[config.mk]
export PLATFORM = sky130hd
export DESIGN_NAME = clk_cfg_regs
export DESIGN_NICKNAME = d
export VERILOG_FILES = /design/src/logic/clk_cfg_pkg.sv /design/src/logic/clk_cfg_regs.sv
export SDC_FILE = /design/constraint.sdc
export NUM_CORES = 1
export LEC_CHECK = 0
export CAP_MARGIN = 25
export CORE_ASPECT_RATIO = 0.75
export CORE_UTILIZATION = 64
export CTS_CLUSTER_DIAMETER = 100
export CTS_CLUSTER_SIZE = 30
export DETAILED_ROUTE_END_ITERATION = 10
export DONT_BUFFER_PORTS = 1
export PLACE_DENSITY = 0.8
export SYNTH_ARGS = -nofsm -noshare
export SYNTH_HDL_FRONTEND = slang
export SYNTH_SLANG_ARGS = --single-unit
export TNS_END_PERCENT = 10
[constraint.sdc]
create_clock -name ref_clk_in -period 3.7 [get_ports ref_clk_in]
set_clock_uncertainty 0.05 [all_clocks]
set_input_delay 0.555 -clock ref_clk_in [delete_from_list [all_inputs] [get_ports ref_clk_in]]
set_output_delay 0.555 -clock ref_clk_in [all_outputs]
set_load 0.005 [all_outputs]
[src/logic/clk_cfg_pkg.sv]
// Package: register map, field layout and rate tables of the clock config bank
package clk_cfg_pkg;

  // Register indices; byte address is four times the index
  localparam logic [7:0] IDX_FAMILY = 8'h38;
  localparam logic [7:0] IDX_AUX_RATE = 8'h39;
  localparam logic [7:0] IDX_DIFF_MODE = 8'h3a;
  localparam logic [7:0] IDX_BW_CTRL = 8'h3b;
  localparam logic [7:0] IDX_STATUS = 8'h3e;
  localparam logic [7:0] IDX_FREQ_LO = 8'h3f;
  localparam logic [7:0] IDX_FREQ_HI = 8'h40;

  // Reset values
  localparam logic [7:0] RST_FAMILY = 8'h14;
  localparam logic [7:0] RST_AUX_RATE = 8'h08;
  localparam logic [7:0] RST_DIFF_MODE = 8'hc2;
  localparam logic [7:0] RST_BW_CTRL = 8'h98;

  // Field positions
  localparam int AUX_B_RATE_HI = 7;
  localparam int AUX_B_RATE_LO = 6;
  localparam int AUX_A_RATE_HI = 5;
  localparam int AUX_A_RATE_LO = 4;
  localparam int AUX_B_FAMILY_POS = 6;
  localparam int AUX_A_FAMILY_POS = 5;
  localparam int DIFF_MODE_HI = 1;
  localparam int DIFF_MODE_LO = 0;
  localparam int AUTO_BW_POS = 7;
  localparam int FREEZE_EN_POS = 3;
  localparam int STAT_FREEZE_POS = 0;
  localparam int STAT_ACQ_POS = 1;
  localparam int STAT_LOCKED_POS = 2;

  // Family bit: 1 picks the SONET column, 0 the SDH column
  localparam logic FAMILY_SONET = 1'b1;

  typedef enum logic [1:0] {
    DIFF_OFF = 2'b00,
    DIFF_PECL = 2'b01,
    DIFF_LVDS = 2'b10,
    DIFF_SPARE = 2'b11
  } diff_mode_t;

  // Rate tables in kHz, indexed by the 2-bit rate code
  localparam logic [15:0] SONET_KHZ_0 = 16'h0608; // 1544
  localparam logic [15:0] SONET_KHZ_1 = 16'h0c10; // 3088
  localparam logic [15:0] SONET_KHZ_2 = 16'h1820; // 6176
  localparam logic [15:0] SONET_KHZ_3 = 16'h3041; // 12353
  localparam logic [15:0] SDH_KHZ_0 = 16'h0800; // 2048
  localparam logic [15:0] SDH_KHZ_1 = 16'h1000; // 4096
  localparam logic [15:0] SDH_KHZ_2 = 16'h2000; // 8192
  localparam logic [15:0] SDH_KHZ_3 = 16'h4000; // 16384

  typedef struct packed {
    logic [1:0] rate_code;
    logic family;
    logic [15:0] khz;
  } aux_sel_t;

endpackage

[src/logic/clk_cfg_regs.sv]
// Clock output and main loop configuration bank behind an Avalon-MM slave
//
// Functional notes
// - Aux clock B rate follows the 2-bit code in rate bits 7:6.
// - Aux clock A rate follows the same codes in rate bits 5:4.
// - Aux clock A picks its SONET or SDH rate from family bit 5.
// - A family bit of 1 picks 1544-based rates, 0 2048-based ones.
// - Auto bit 1 uses acquisition bandwidth until lock, 0 never does.
// - Freeze bit 1 holds the loop integral at a limit, 0 never does.
// - While frozen, the reported loop frequency keeps its frozen value.
//
// Our own choice: the Avalon-MM register port.
module clk_cfg_regs
  import clk_cfg_pkg::*;
#(
  parameter int ADDR_W = 10,
  parameter int FREQ_W = 16
) (
  input wire logic ref_clk_in,
  input wire logic rst_in,
  input wire logic [ADDR_W-1:0] avs_address_in,
  input wire logic avs_read_in,
  input wire logic avs_write_in,
  input wire logic [31:0] avs_writedata_in,
  input wire logic [3:0] avs_byteenable_in,
  output logic [31:0] avs_readdata_out,
  output logic avs_waitrequest_out,
  input wire logic loop_locked_in,
  input wire logic loop_at_limit_in,
  input wire logic [FREQ_W-1:0] loop_freq_in,
  output aux_sel_t aux_clock_a_out,
  output aux_sel_t aux_clock_b_out,
  output logic diff_pecl_en_out,
  output logic diff_lvds_en_out,
  output logic loop_use_acq_bw_out,
  output logic loop_integral_freeze_out,
  output logic [FREQ_W-1:0] loop_freq_report_out
);

  typedef struct packed {
    logic [7:0] family;
    logic [7:0] aux_rate;
    logic [7:0] diff_mode;
    logic [7:0] bw_ctrl;
    logic ack;
    logic [31:0] rdata;
    aux_sel_t aux_a;
    aux_sel_t aux_b;
    logic pecl_en;
    logic lvds_en;
    logic use_acq;
    logic freeze;
    logic [FREQ_W-1:0] freq_rep;
  } state_t;

  state_t st_r;
  state_t st_nxt;

  logic [7:0] word_idx;
  logic req;
  logic [7:0] wbyte;
  logic [7:0] status_byte;
  logic [15:0] freq_wide;
  diff_mode_t diff_code;
  logic [15:0] aux_a_khz;
  logic [15:0] aux_b_khz;

  // Rate lookup, one instance for each auxiliary output
  aux_rate_lookup aux_rate_lookup_b_inst (
    .code_in(st_r.aux_rate[AUX_B_RATE_HI:AUX_B_RATE_LO]),
    .family_in(st_r.family[AUX_B_FAMILY_POS]),
    .khz_out(aux_b_khz)
  );

  aux_rate_lookup aux_rate_lookup_a_inst (
    .code_in(st_r.aux_rate[AUX_A_RATE_HI:AUX_A_RATE_LO]),
    .family_in(st_r.family[AUX_A_FAMILY_POS]),
    .khz_out(aux_a_khz)
  );

  assign word_idx = avs_address_in[9:2];
  assign req = avs_read_in | avs_write_in;
  assign wbyte = avs_writedata_in[7:0];

  // One wait state per access; waitrequest drops in the answer cycle
  assign avs_waitrequest_out = req & ~st_r.ack;

  // Frequency readback is zero-extended or cut to two bytes
  generate
    if (FREQ_W >= 16) begin : g_freq_cut
      assign freq_wide = st_r.freq_rep[15:0];
    end else begin : g_freq_pad
      assign freq_wide = {{(16 - FREQ_W){1'b0}}, st_r.freq_rep};
    end
  endgenerate

  always_comb begin
    status_byte = 8'h00;
    status_byte[STAT_FREEZE_POS] = st_r.freeze;
    status_byte[STAT_ACQ_POS] = st_r.use_acq;
    status_byte[STAT_LOCKED_POS] = loop_locked_in;
  end

  assign diff_code = diff_mode_t'(st_r.diff_mode[DIFF_MODE_HI:DIFF_MODE_LO]);

  always_comb begin
    st_nxt = st_r;

    // Bus handshake: first cycle fetches, second cycle completes
    st_nxt.ack = 1'b0;
    if (req && !st_r.ack) begin
      st_nxt.ack = 1'b1;
      st_nxt.rdata = 32'h0000_0000;
      if (avs_read_in) begin
        if (word_idx == IDX_FAMILY) begin
          st_nxt.rdata[7:0] = st_r.family;
        end else if (word_idx == IDX_AUX_RATE) begin
          st_nxt.rdata[7:0] = st_r.aux_rate;
        end else if (word_idx == IDX_DIFF_MODE) begin
          st_nxt.rdata[7:0] = st_r.diff_mode;
        end else if (word_idx == IDX_BW_CTRL) begin
          st_nxt.rdata[7:0] = st_r.bw_ctrl;
        end else if (word_idx == IDX_STATUS) begin
          st_nxt.rdata[7:0] = status_byte;
        end else if (word_idx == IDX_FREQ_LO) begin
          st_nxt.rdata[7:0] = freq_wide[7:0];
        end else if (word_idx == IDX_FREQ_HI) begin
          st_nxt.rdata[7:0] = freq_wide[15:8];
        end else begin
          st_nxt.rdata = 32'h0000_0000;
        end
      end
    end

    // Writes land on the edge where waitrequest is low
    if (avs_write_in && st_r.ack && avs_byteenable_in[0]) begin
      if (word_idx == IDX_FAMILY) begin
        st_nxt.family = wbyte;
      end else if (word_idx == IDX_AUX_RATE) begin
        st_nxt.aux_rate = wbyte;
      end else if (word_idx == IDX_DIFF_MODE) begin
        st_nxt.diff_mode = wbyte;
      end else if (word_idx == IDX_BW_CTRL) begin
        st_nxt.bw_ctrl = wbyte;
      end
    end

    // Auxiliary clock selections, registered so outputs never glitch
    st_nxt.aux_b.rate_code =
      st_r.aux_rate[AUX_B_RATE_HI:AUX_B_RATE_LO];
    st_nxt.aux_b.family = st_r.family[AUX_B_FAMILY_POS];
    st_nxt.aux_b.khz = aux_b_khz;
    st_nxt.aux_a.rate_code =
      st_r.aux_rate[AUX_A_RATE_HI:AUX_A_RATE_LO];
    st_nxt.aux_a.family = st_r.family[AUX_A_FAMILY_POS];
    st_nxt.aux_a.khz = aux_a_khz;

    // Spare code 11 keeps the driver off rather than guessing a standard
    st_nxt.pecl_en = (diff_code == DIFF_PECL);
    st_nxt.lvds_en = (diff_code == DIFF_LVDS);

    // Acquisition bandwidth only while auto mode is on and not yet locked
    st_nxt.use_acq =
      st_r.bw_ctrl[AUTO_BW_POS] & ~loop_locked_in;

    st_nxt.freeze =
      st_r.bw_ctrl[FREEZE_EN_POS] & loop_at_limit_in;

    // Report tracks the loop except while frozen
    if (!st_r.freeze) begin
      st_nxt.freq_rep = loop_freq_in;
    end else begin
      st_nxt.freq_rep = st_r.freq_rep;
    end
  end

  always_ff @(posedge ref_clk_in) begin
    if (rst_in) begin
      st_r.family <= RST_FAMILY;
      st_r.aux_rate <= RST_AUX_RATE;
      st_r.diff_mode <= RST_DIFF_MODE;
      st_r.bw_ctrl <= RST_BW_CTRL;
      st_r.ack <= 1'b0;
      st_r.rdata <= 32'h0000_0000;
      st_r.aux_a <= '0;
      st_r.aux_b <= '0;
      st_r.pecl_en <= 1'b0;
      st_r.lvds_en <= 1'b0;
      st_r.use_acq <= 1'b0;
      st_r.freeze <= 1'b0;
      st_r.freq_rep <= '0;
    end else begin
      st_r <= st_nxt;
    end
  end

  assign avs_readdata_out = st_r.rdata;
  assign aux_clock_a_out = st_r.aux_a;
  assign aux_clock_b_out = st_r.aux_b;
  assign diff_pecl_en_out = st_r.pecl_en;
  assign diff_lvds_en_out = st_r.lvds_en;
  assign loop_use_acq_bw_out = st_r.use_acq;
  assign loop_integral_freeze_out = st_r.freeze;
  assign loop_freq_report_out = st_r.freq_rep;

endmodule

// Maps a 2-bit rate code and a family bit to the output rate in kHz
module aux_rate_lookup
  import clk_cfg_pkg::*;
(
  input wire logic [1:0] code_in,
  input wire logic family_in,
  output logic [15:0] khz_out
);

  always_comb begin
    khz_out = 16'h0000;
    if (family_in == FAMILY_SONET) begin
      case (code_in)
        2'b00: khz_out = SONET_KHZ_0;
        2'b01: khz_out = SONET_KHZ_1;
        2'b10: khz_out = SONET_KHZ_2;
        default: khz_out = SONET_KHZ_3;
      endcase
    end else begin
      case (code_in)
        2'b00: khz_out = SDH_KHZ_0;
        2'b01: khz_out = SDH_KHZ_1;
        2'b10: khz_out = SDH_KHZ_2;
        default: khz_out = SDH_KHZ_3;
      endcase
    end
  end

endmodule

* Yosys cells after proc, flatten, opt, wreduce, memory -nomap -nowiden
Index checks and enable logic that the tools add are counted.
** Word-level totals
- Flip-flop bits (word level) :: 123
- Input bits :: 68
- Logic and storage cells :: 64
- Output and inout port bits :: 91
** Operators by class
- Equality and inequality tests :: 13
- Bitwise operators :: 9
- Reduce and logical (&&, ||, !) cells :: 10
- Multiplexer cells :: 15
** Operators with widths (number)
- $pmux W15 S3 :: 2
- $pmux W14 S3 :: 2
- $mux W8 :: 8
- $eq A8 B6 Y1 const B :: 6
- $mux W33 :: 1
- $mux W16 :: 2
- $eq A8 B7 Y1 const B :: 1
- $eq A2 B1 Y1 const B :: 3
- $eq A2 B2 Y1 const B :: 3
- $not A1 Y1 :: 5
- $reduce_and A5 Y1 :: 1
- $logic_not A2 Y1 :: 2
- $reduce_and A4 Y1 :: 1
- $and A1 B1 Y1 :: 3
- $logic_and A1 B1 Y1 :: 3
- $reduce_and A3 Y1 :: 1
- $reduce_and A2 Y1 :: 1
- $logic_not A1 Y1 :: 1
- $or A1 B1 Y1 :: 1

* Depth between registers and ports, before layout
Gate-level depths: netlist (run 1).
- Depth after elaboration :: 10
- Gate-level depth with buffers :: 6
- Depth with buffers taken out :: 5

* By module
Synthesis (run 1) repeated with hierarchy kept, for this count alone.
** Unflattened totals
- Cell total of the unflattened synthesis :: 528
- Area, all modules :: 5056.1 µm²
** Modules (own cells, without submodules)
- clk_cfg_regs :: times used 1, cells each 470, area an instance 4570.6 µm², seq. area each 1981.9 µm²
- aux_rate_lookup :: times used 2, cells each 29, area an instance 242.7 µm², seq. area each 0.0 µm²

* Worst setup path after synthesis (run 1)
No wires, ideal clock.
- Path kind :: input-to-reg
- Start point :: input avs_address_in[8]
- End point :: register st_r[119] in the netlist's numbering
- Setup slack :: 1.690 ns
- Setup time :: 0.120 ns
- Path buffers :: 2
- Data arrival time :: 1.840 ns
- Cell stages on the path :: 5
- Cells stage by stage :: nand4bb_1 buf_4 or4b_4 buf_6 a211o_1
** Between the ends
- Longest elaborated chain between the ends :: 2
** Ends and longest elaborated chain
- from (decl) :: line clk_cfg_regs.sv:21 : input wire logic [ADDR_W-1:0] avs_address_in,
- $eq A8 B6 Y1 :: line clk_cfg_regs.sv:137 : if (word_idx == IDX_FAMILY) begin
- $reduce_and A2 Y1 (no source line)
- to (signal assigned) :: line clk_cfg_regs.sv:193 : st_r <= st_nxt;
- to (decl) :: line clk_cfg_regs.sv:56 : state_t st_r;
No other way between the ends.
A chain may end at the register's enable or synchronous reset.

* Worst setup path after layout (run 1)
- Start point :: input avs_address_in[8]
- End point :: register st_r, in the netlist avs_readdata_out[7]
** Between the ends
- Longest elaborated chain between the ends :: 9
- Elaborated cells on any way between the ends :: 15
** Ends and longest elaborated chain
- $eq A8 B7 Y1 :: line clk_cfg_regs.sv:127 : end else if (word_idx == IDX_FREQ_HI) begin
- $mux W8 :: line clk_cfg_regs.sv:127
- $mux W8 :: line clk_cfg_regs.sv:125 : end else if (word_idx == IDX_FREQ_LO) begin
- $mux W8 :: line clk_cfg_regs.sv:123 : end else if (word_idx == IDX_STATUS) begin
- $mux W8 :: line clk_cfg_regs.sv:121 : end else if (word_idx == IDX_BW_CTRL) begin
- $mux W8 :: line clk_cfg_regs.sv:119 : end else if (word_idx == IDX_DIFF_MODE) begin
- $mux W8 :: line clk_cfg_regs.sv:117 : end else if (word_idx == IDX_AUX_RATE) begin
- $mux W8 * :: line clk_cfg_regs.sv:115 : if (word_idx == IDX_FAMILY) begin
- $mux W8 * :: line clk_cfg_regs.sv:114 : if (avs_read_in) begin
Every way passes the cells marked *; elsewhere a longest branch is shown, timed or not.

==> impl_metrics.py, run 1 <==
metrics = {
    "status": {
        "outcome": "complete, no violations",
    },
    "placement": {
        "dpl.cell_count": 460,
        "dp_hpwl_um": 5400,
        "gp_congestion": 0.863,
        "port_buffers": 0,
    },
    "timing": {
        "fin_crit_sh_pct": 57.6,
        "maxSlewHeadroom_pct": 44.8,
        "finalCriticalPeriod_ns": 2.13,
        "hold_violations": 0,
        "finalSetupViolCount": 0,
        "fin_setup_tns_ns": 0,
        "worst_pin_slew_ns": 0.821,
        "fmax_ghz": 0.469,
        "slew_violations": 0,
        "grt_setup_unrepaired": "no",
        "fin_hold_ws_ns": 0.212,
    },
    "final_layout": {
        "drive_above_1_share_pct": 6.85,
        "final_core_util_pct": 62.1,
        "synthToLayoutAreaGrowth_pct": -6.66,
        "layout_commonest_cell": "dfxtp_1",
        "final_cell_mix": "dfxtp_1 (85), nor2_1 (71), mux2i_1 (43), conb_1 (34)",
        "finalNonFillerCells": 475,
        "diodes": 0,
        "n_fill_cell": 538,
        "nets": 466,
    },
    "logic_synthesis": {
        "avgSynthCellArea_um2": 9.33,
        "yosysSeqAreaShare_pct": 40.3,
        "synth-warning-count": 0,
        "synth_area_um2": 4230,
        "synth_edf_count": 0,
        "ys_types": 46,
        "netlist_instances": 453,
        "ys_ff_latch": 85,
        "synthArstFlopShare_pct": 0,
        "yosys_most_used_dff": "dfxtp_1",
    },
    "job": {
        "drv_cap": 0,
    },
    "die": {
        "die_w_um": 95.8,
        "start_util_pct": 66.6,
        "io_pins": 159,
        "num_rows": 25,
        "coreArea_um2": 6350,
        "die_h_um": 72.4,
        "dieArea_um2": 6940,
    },
    "route": {
        "antenna_left": 0,
        "drt-total-wl_um": 7750,
        "route.detailed.drc": 0,
        "viasPerCell": 5.65,
        "dr.pass1.iters": 7,
        "wl_per_cell_um": 16.3,
        "vias": 2685,
        "drt_iter0_drc": 173,
    },
    "clock_tree": {
        "cts-root-buf": "clkbuf_8",
        "clk-insertion-delay-late_ns": 0.35,
        "h-tree-depth": 3,
        "cts_tree": "done",
        "cts_made_buffers": 9,
        "cts_resized": 0,
        "cts.sinks": 85,
        "clk_pin_slew_ns": 0.08,
        "cts_hold_buf": 0,
        "clockBufferDepth": 2,
        "cts_setup_buffers": 0,
    },
    "global_routing": {
        "antenna_found_initial": 0,
        "grt_max_degree": 72,
        "grt-ovfl-total": 0,
        "grtUsageTotal_pct": 23.1,
        "grt_pass1_vias": 2407,
        "grt_first_pass_wirelength_um": 12000,
    },
    "setup_path": {
        "cp_data_required_time_ns": 3.89,
        "crit_family": "simple AND/OR/NAND/NOR gates",
        "arrival_ns": 2.33,
        "worstSetupStartpointType": "input pin",
        "r2r_cells": 4,
        "crit_fanout": 10,
        "crit_path_top_delay_cell": "nor3_1",
        "crit_buf_inv": 0,
        "critPathCaptureType": "flop",
        "cp.depth": 4,
        "crit_chain": "nand4bb_1 -> nor3_1 -> o32ai_1 -> a221oi_1",
        "max_stage_delay_ns": 0.70,
        "path_class": "in2reg",
    },
    "worst_hold_path": {
        "hold_depth": 1,
        "worstHoldPathType": "in2reg",
    },
    "pwr": {
        "max-vdd-ir-drop_v": 0.000273,
        "powerDensity_nw_per_um2": 437,
        "p_leak_nw": 1.52,
    },
}
## per-layer routing
metal / wire [µm] / vias to the layer above / track usage, %
li1: - / 1305 / -
met1: 3410 / 1260 / 30.5
met2: 3540 / 116 / 34.8
met3: 741 / 4 / 8.91
met4: 53 / 0 / 7.96
met5: 0 / - / 0
## final timing paths
check	end	slack, ns	start
setup reg to reg	st_r[110]	1.78	st_r[90]
hold / removal	loop_use_acq_bw_out	0.21	loop_locked_in
hold reg to reg	loop_use_acq_bw_out	0.44	st_r[98]
setup / recovery	avs_readdata_out[7]	1.57	avs_address_in[8]
## state kept, by name (all words and copies together), names as in the netlist
name,flops
st_r,25
loop_freq_report_out,16
aux_clock_a_out,12
aux_clock_b_out,12
avs_readdata_out,8
st_nxt,6
diff_code,2
diff_lvds_en_out,1
diff_pecl_en_out,1
loop_integral_freeze_out,1
loop_use_acq_bw_out,1
## layout make-up
cell class | instances | area [µm²] | share of cell area (%)
Clock buffer | 11 | 141 | 3.58
Clock inverter | 4 | 72.6 | 1.84
Sequential cell | 85 | 1700 | 43.1
Multi-Input combinational cell | 284 | 1880 | 47.6
Timing Repair Buffer | 3 | 22.5 | 0.571
Tap cell | 81 | 101 | 2.57
Inverter | 7 | 26.3 | 0.666
## cells in the mapped netlist (all sizes together), types with 2 or more instances
cell	instances	area share [%]
buf	98	17
dfxtp	85	40
nor2	71	6.3
mux2i	43	10
nand2b	13	1.9
nor2b	13	1.9
clkbuf	12	1.1
nand2	11	0.98
o21ai	11	1.3
a211o	9	1.9
and2	9	1.3
ha	8	2.4
inv	7	0.62
a32oi	6	1.2
nor3b	5	0.89
a21oi	4	0.47
a222oi	4	0.95
nor4	4	0.95
o221ai	4	0.83
o22a	4	0.83
a32o	3	0.71
mux4	3	1.6
o31ai	3	0.53
a211oi	2	0.36
nand3	2	0.24
nor3	2	0.24
or2	2	0.30
## kinds of logic (layout without fill, tap and decap cells)
group	count (synthesis)	count (layout)	synth area share (%)
fa+ha+maj	8	8	2.37
simple gates	138	138	16.4
buf+inv	117	25	18.5
flops	85	85	40.3
mux	47	47	12.0
other cells	1	34	0.0887
compound gates	57	57	10.4
## through the flow
stage / setup slack, ns / total power, mW / instance area, µm²
after floorplan: 1.69 / 1.08 / 4350
after global placement: 1.25 / 1.03 / 3730
after detailed placement: 1.20 / 1.04 / 3730
after CTS: 1.54 / 1.73 / 3950
after global routing: 1.43 / 1.79 / 3950
final: 1.57 / 1.73 / 3950
## power by group
group          total [mW]  switching, mW  internal (mW)
combinational      0.0721         0.0419         0.0302
sequential          0.944         0.0138          0.930
clock               0.710          0.316          0.394
total                1.73          0.372           1.35
(Power assumes the default switching activity.)
==> inputs of run 2 (changes only) <==
- ABC_AREA: unset -> 1
- CORE_UTILIZATION: 64 -> 63
- PLACE_DENSITY: 0.8 -> 0.79
- clock period: 3.7 -> 2.2 ns (I/O delays scaled with it)
==> impl_metrics.py, run 2 <==
metrics = {
    "status": {
        "outcome": "complete, no violations",
    },
    "route": {
        "route.detailed.drc": 0,
        "wl_per_cell_um": 14.6,
        "drt_iter0_drc": 216,
        "drt-total-wl_um": 8290,
        "dr.pass1.iters": 5,
        "vias": 3006,
        "antenna_left": 0,
        "viasPerCell": 5.31,
    },
    "logic_synthesis": {
        "synth-warning-count": 0,
        "synth_top_area_cell": "dfxtp_1",
        "synth_area_um2": 4250,
        "synth-xor-area-share_pct": 0,
        "yosys_most_used_dff": "dfxtp_1",
        "synth_common_cells": "buf_4 (87), dfxtp_1 (85), nor2_1 (72), inv_1 (55), o21ai_0 (47)",
        "synth_compound_area_share_pct": 14.1,
        "ys_ff_latch": 85,
        "synthSimpleGateAreaFrac_pct": 20.2,
        "yosysSeqAreaShare_pct": 40.0,
        "synth.area.top_cells": "dfxtp_1 (40%), buf_4 (15%), nor2_1 (6.4%), o21ai_0 (5.5%), inv_1 (4.9%)",
        "ys_types": 35,
        "synth_most_common_cell": "buf_4",
        "netlist_instances": 534,
        "yosys.area.top_type_share_pct": 40.0,
        "synth_top_family_by_area": "buffers and inverters",
        "synthAdderAreaFrac_pct": 2.36,
        "avgSynthCellArea_um2": 7.96,
        "synthArstFlopShare_pct": 0,
        "muxShareOfSynthArea_pct": 0,
        "synth_edf_count": 0,
    },
    "timing": {
        "fin_setup_tns_ns": 0,
        "maxSlewHeadroom_pct": 43.9,
        "fin_crit_sh_pct": 72.9,
        "fin_ws_ns": 0.597,
        "worst_pin_slew_ns": 0.839,
        "finalSetupViolCount": 0,
        "finalCriticalPeriod_ns": 1.60,
        "slew_violations": 0,
        "hold_violations": 0,
        "grt_setup_unrepaired": "no",
        "fmax_ghz": 0.624,
    },
    "die": {
        "die_w_um": 96.8,
        "coreArea_um2": 6410,
        "start_util_pct": 66.3,
        "dieArea_um2": 7080,
        "die_h_um": 73.1,
        "io_pins": 159,
        "num_rows": 25,
    },
    "clock_tree": {
        "cts_tree": "done",
        "cts_setup_buffers": 0,
        "cts.sinks": 85,
        "clk_pin_slew_ns": 0.08,
        "clk-insertion-delay-late_ns": 0.36,
        "cts-root-buf": "clkbuf_8",
        "cts_made_buffers": 9,
        "cts_resized": 0,
        "h-tree-depth": 3,
        "clockBufferDepth": 2,
    },
    "global_routing": {
        "grt_first_pass_wirelength_um": 13300,
        "grtUsageTotal_pct": 24.3,
        "antenna_found_initial": 0,
        "grt-ovfl-total": 0,
        "grt_pass1_vias": 2718,
        "grt_max_degree": 26,
    },
    "placement": {
        "port_buffers": 0,
        "dp_hpwl_um": 6020,
        "dp_slack_ns": 0.392,
        "dpl_cell_area_um2": 3760,
        "gp_congestion": 0.816,
    },
    "final_layout": {
        "diodes": 0,
        "nets": 557,
        "synthToLayoutAreaGrowth_pct": -5.92,
        "largest_register_ffs": 25,
        "final_cell_mix": "dfxtp_1 (85), nor2_1 (72), inv_1 (55), o21ai_0 (47)",
        "final_area_um2": 4000,
        "drive_above_1_share_pct": 9.28,
        "largest-register": "st_r",
        "layout_commonest_cell": "dfxtp_1",
    },
    "setup_path": {
        "arrival_ns": 1.84,
        "worstSetupStartpointType": "flop",
        "critPathCaptureType": "flop",
        "path_class": "reg2reg",
        "cp_data_required_time_ns": 2.44,
        "crit_fanout": 14,
    },
    "pwr": {
        "p_int_mw": 2.27,
        "p_clk_share_pct": 40.2,
        "powerDensity_nw_per_um2": 734,
        "max-vdd-ir-drop_v": 0.000370,
        "combinationalPowerShare_pct": 5.5,
        "switchingPower_mw": 0.664,
        "power.share.switching_pct": 22.6,
        "p_leak_nw": 1.79,
        "p_seq_share_pct": 54.3,
    },
    "worst_hold_path": {
        "worstHoldPathType": "in2reg",
    },
    "job": {
        "drv_cap": 0,
    },
}
run 2: area by class of cell:
class	count	area [µm²]
multi-input combinational	318	1680
fill	568	2410
timing repair buffer	6	62.6
clock buffer	11	141
sequential	85	1700
inverter	61	236
clock inverter	4	72.6
tap	81	101
run 2: worst paths after layout:
| kind | slack [ns] | end | start | cells past startpoint |
|---|---|---|---|---|
| hold reg to reg | 0.38 | loop_integral_freeze_out | st_r[94] | 2 |
| setup reg to reg | 0.60 | st_r[103] | st_r[90] | 4 |
| hold / removal | 0.02 | aux_clock_a_out[16] | rst_in | 1 |
| setup / recovery | 0.60 | st_r[103] | st_r[90] | 4 |
run 2: kinds of logic (layout without fill, tap and decap cells):
kind of cell | count (synthesis) | count (layout)
flops | 85 | 85
other cells | 1 | 34
simple gates | 167 | 167
buf+inv | 164 | 82
fa+ha+maj | 8 | 8
compound gates | 109 | 109
run 2: per-layer routing:
layer,GRT usage [%],part of all wire (%),up-vias
li1,-,-,1492
met3,8.05,9.4,18
met2,38.9,46,132
met5,0,0,-
met4,9.45,1.9,0
met1,30.7,43,1364
run 2: critical path: stages (launching register included):
cell and delay, ns:
dfxtp_1 0.40, nand3_4 0.19, nor3_4 0.56, o21ai_0 0.18
a21oi_1 0.16
run 2: through the flow:
step	util, %	total power, mW	hold slack [ns]	cells
CTS	62.4	2.96	0.0000170	566
global placement	58.7	1.77	0.356	549
detailed placement	58.7	1.78	0.357	549
floorplan	-	1.83	0.357	567
global route	62.4	3.05	0.00923	566
finish	62.4	2.94	0.0169	566
run 2: repair_timing:
| item | 4_1_cts | 5_1_grt |
|---|---|---|
| setup endpoints to repair | 0 | 0 |
| hold endpoints to repair | 19 | 0 |
| hold buffers | 2 | 0 |
run 2: power groups by stage:
stage / sequential (mW) / combinational [mW] / clock, mW
after floorplan: 1.62 / 0.209 / 0
after global placement: 1.63 / 0.145 / 0
after detailed placement: 1.63 / 0.150 / 0
after CTS: 1.59 / 0.160 / 1.21
after global routing: 1.60 / 0.185 / 1.26
final: 1.59 / 0.161 / 1.18
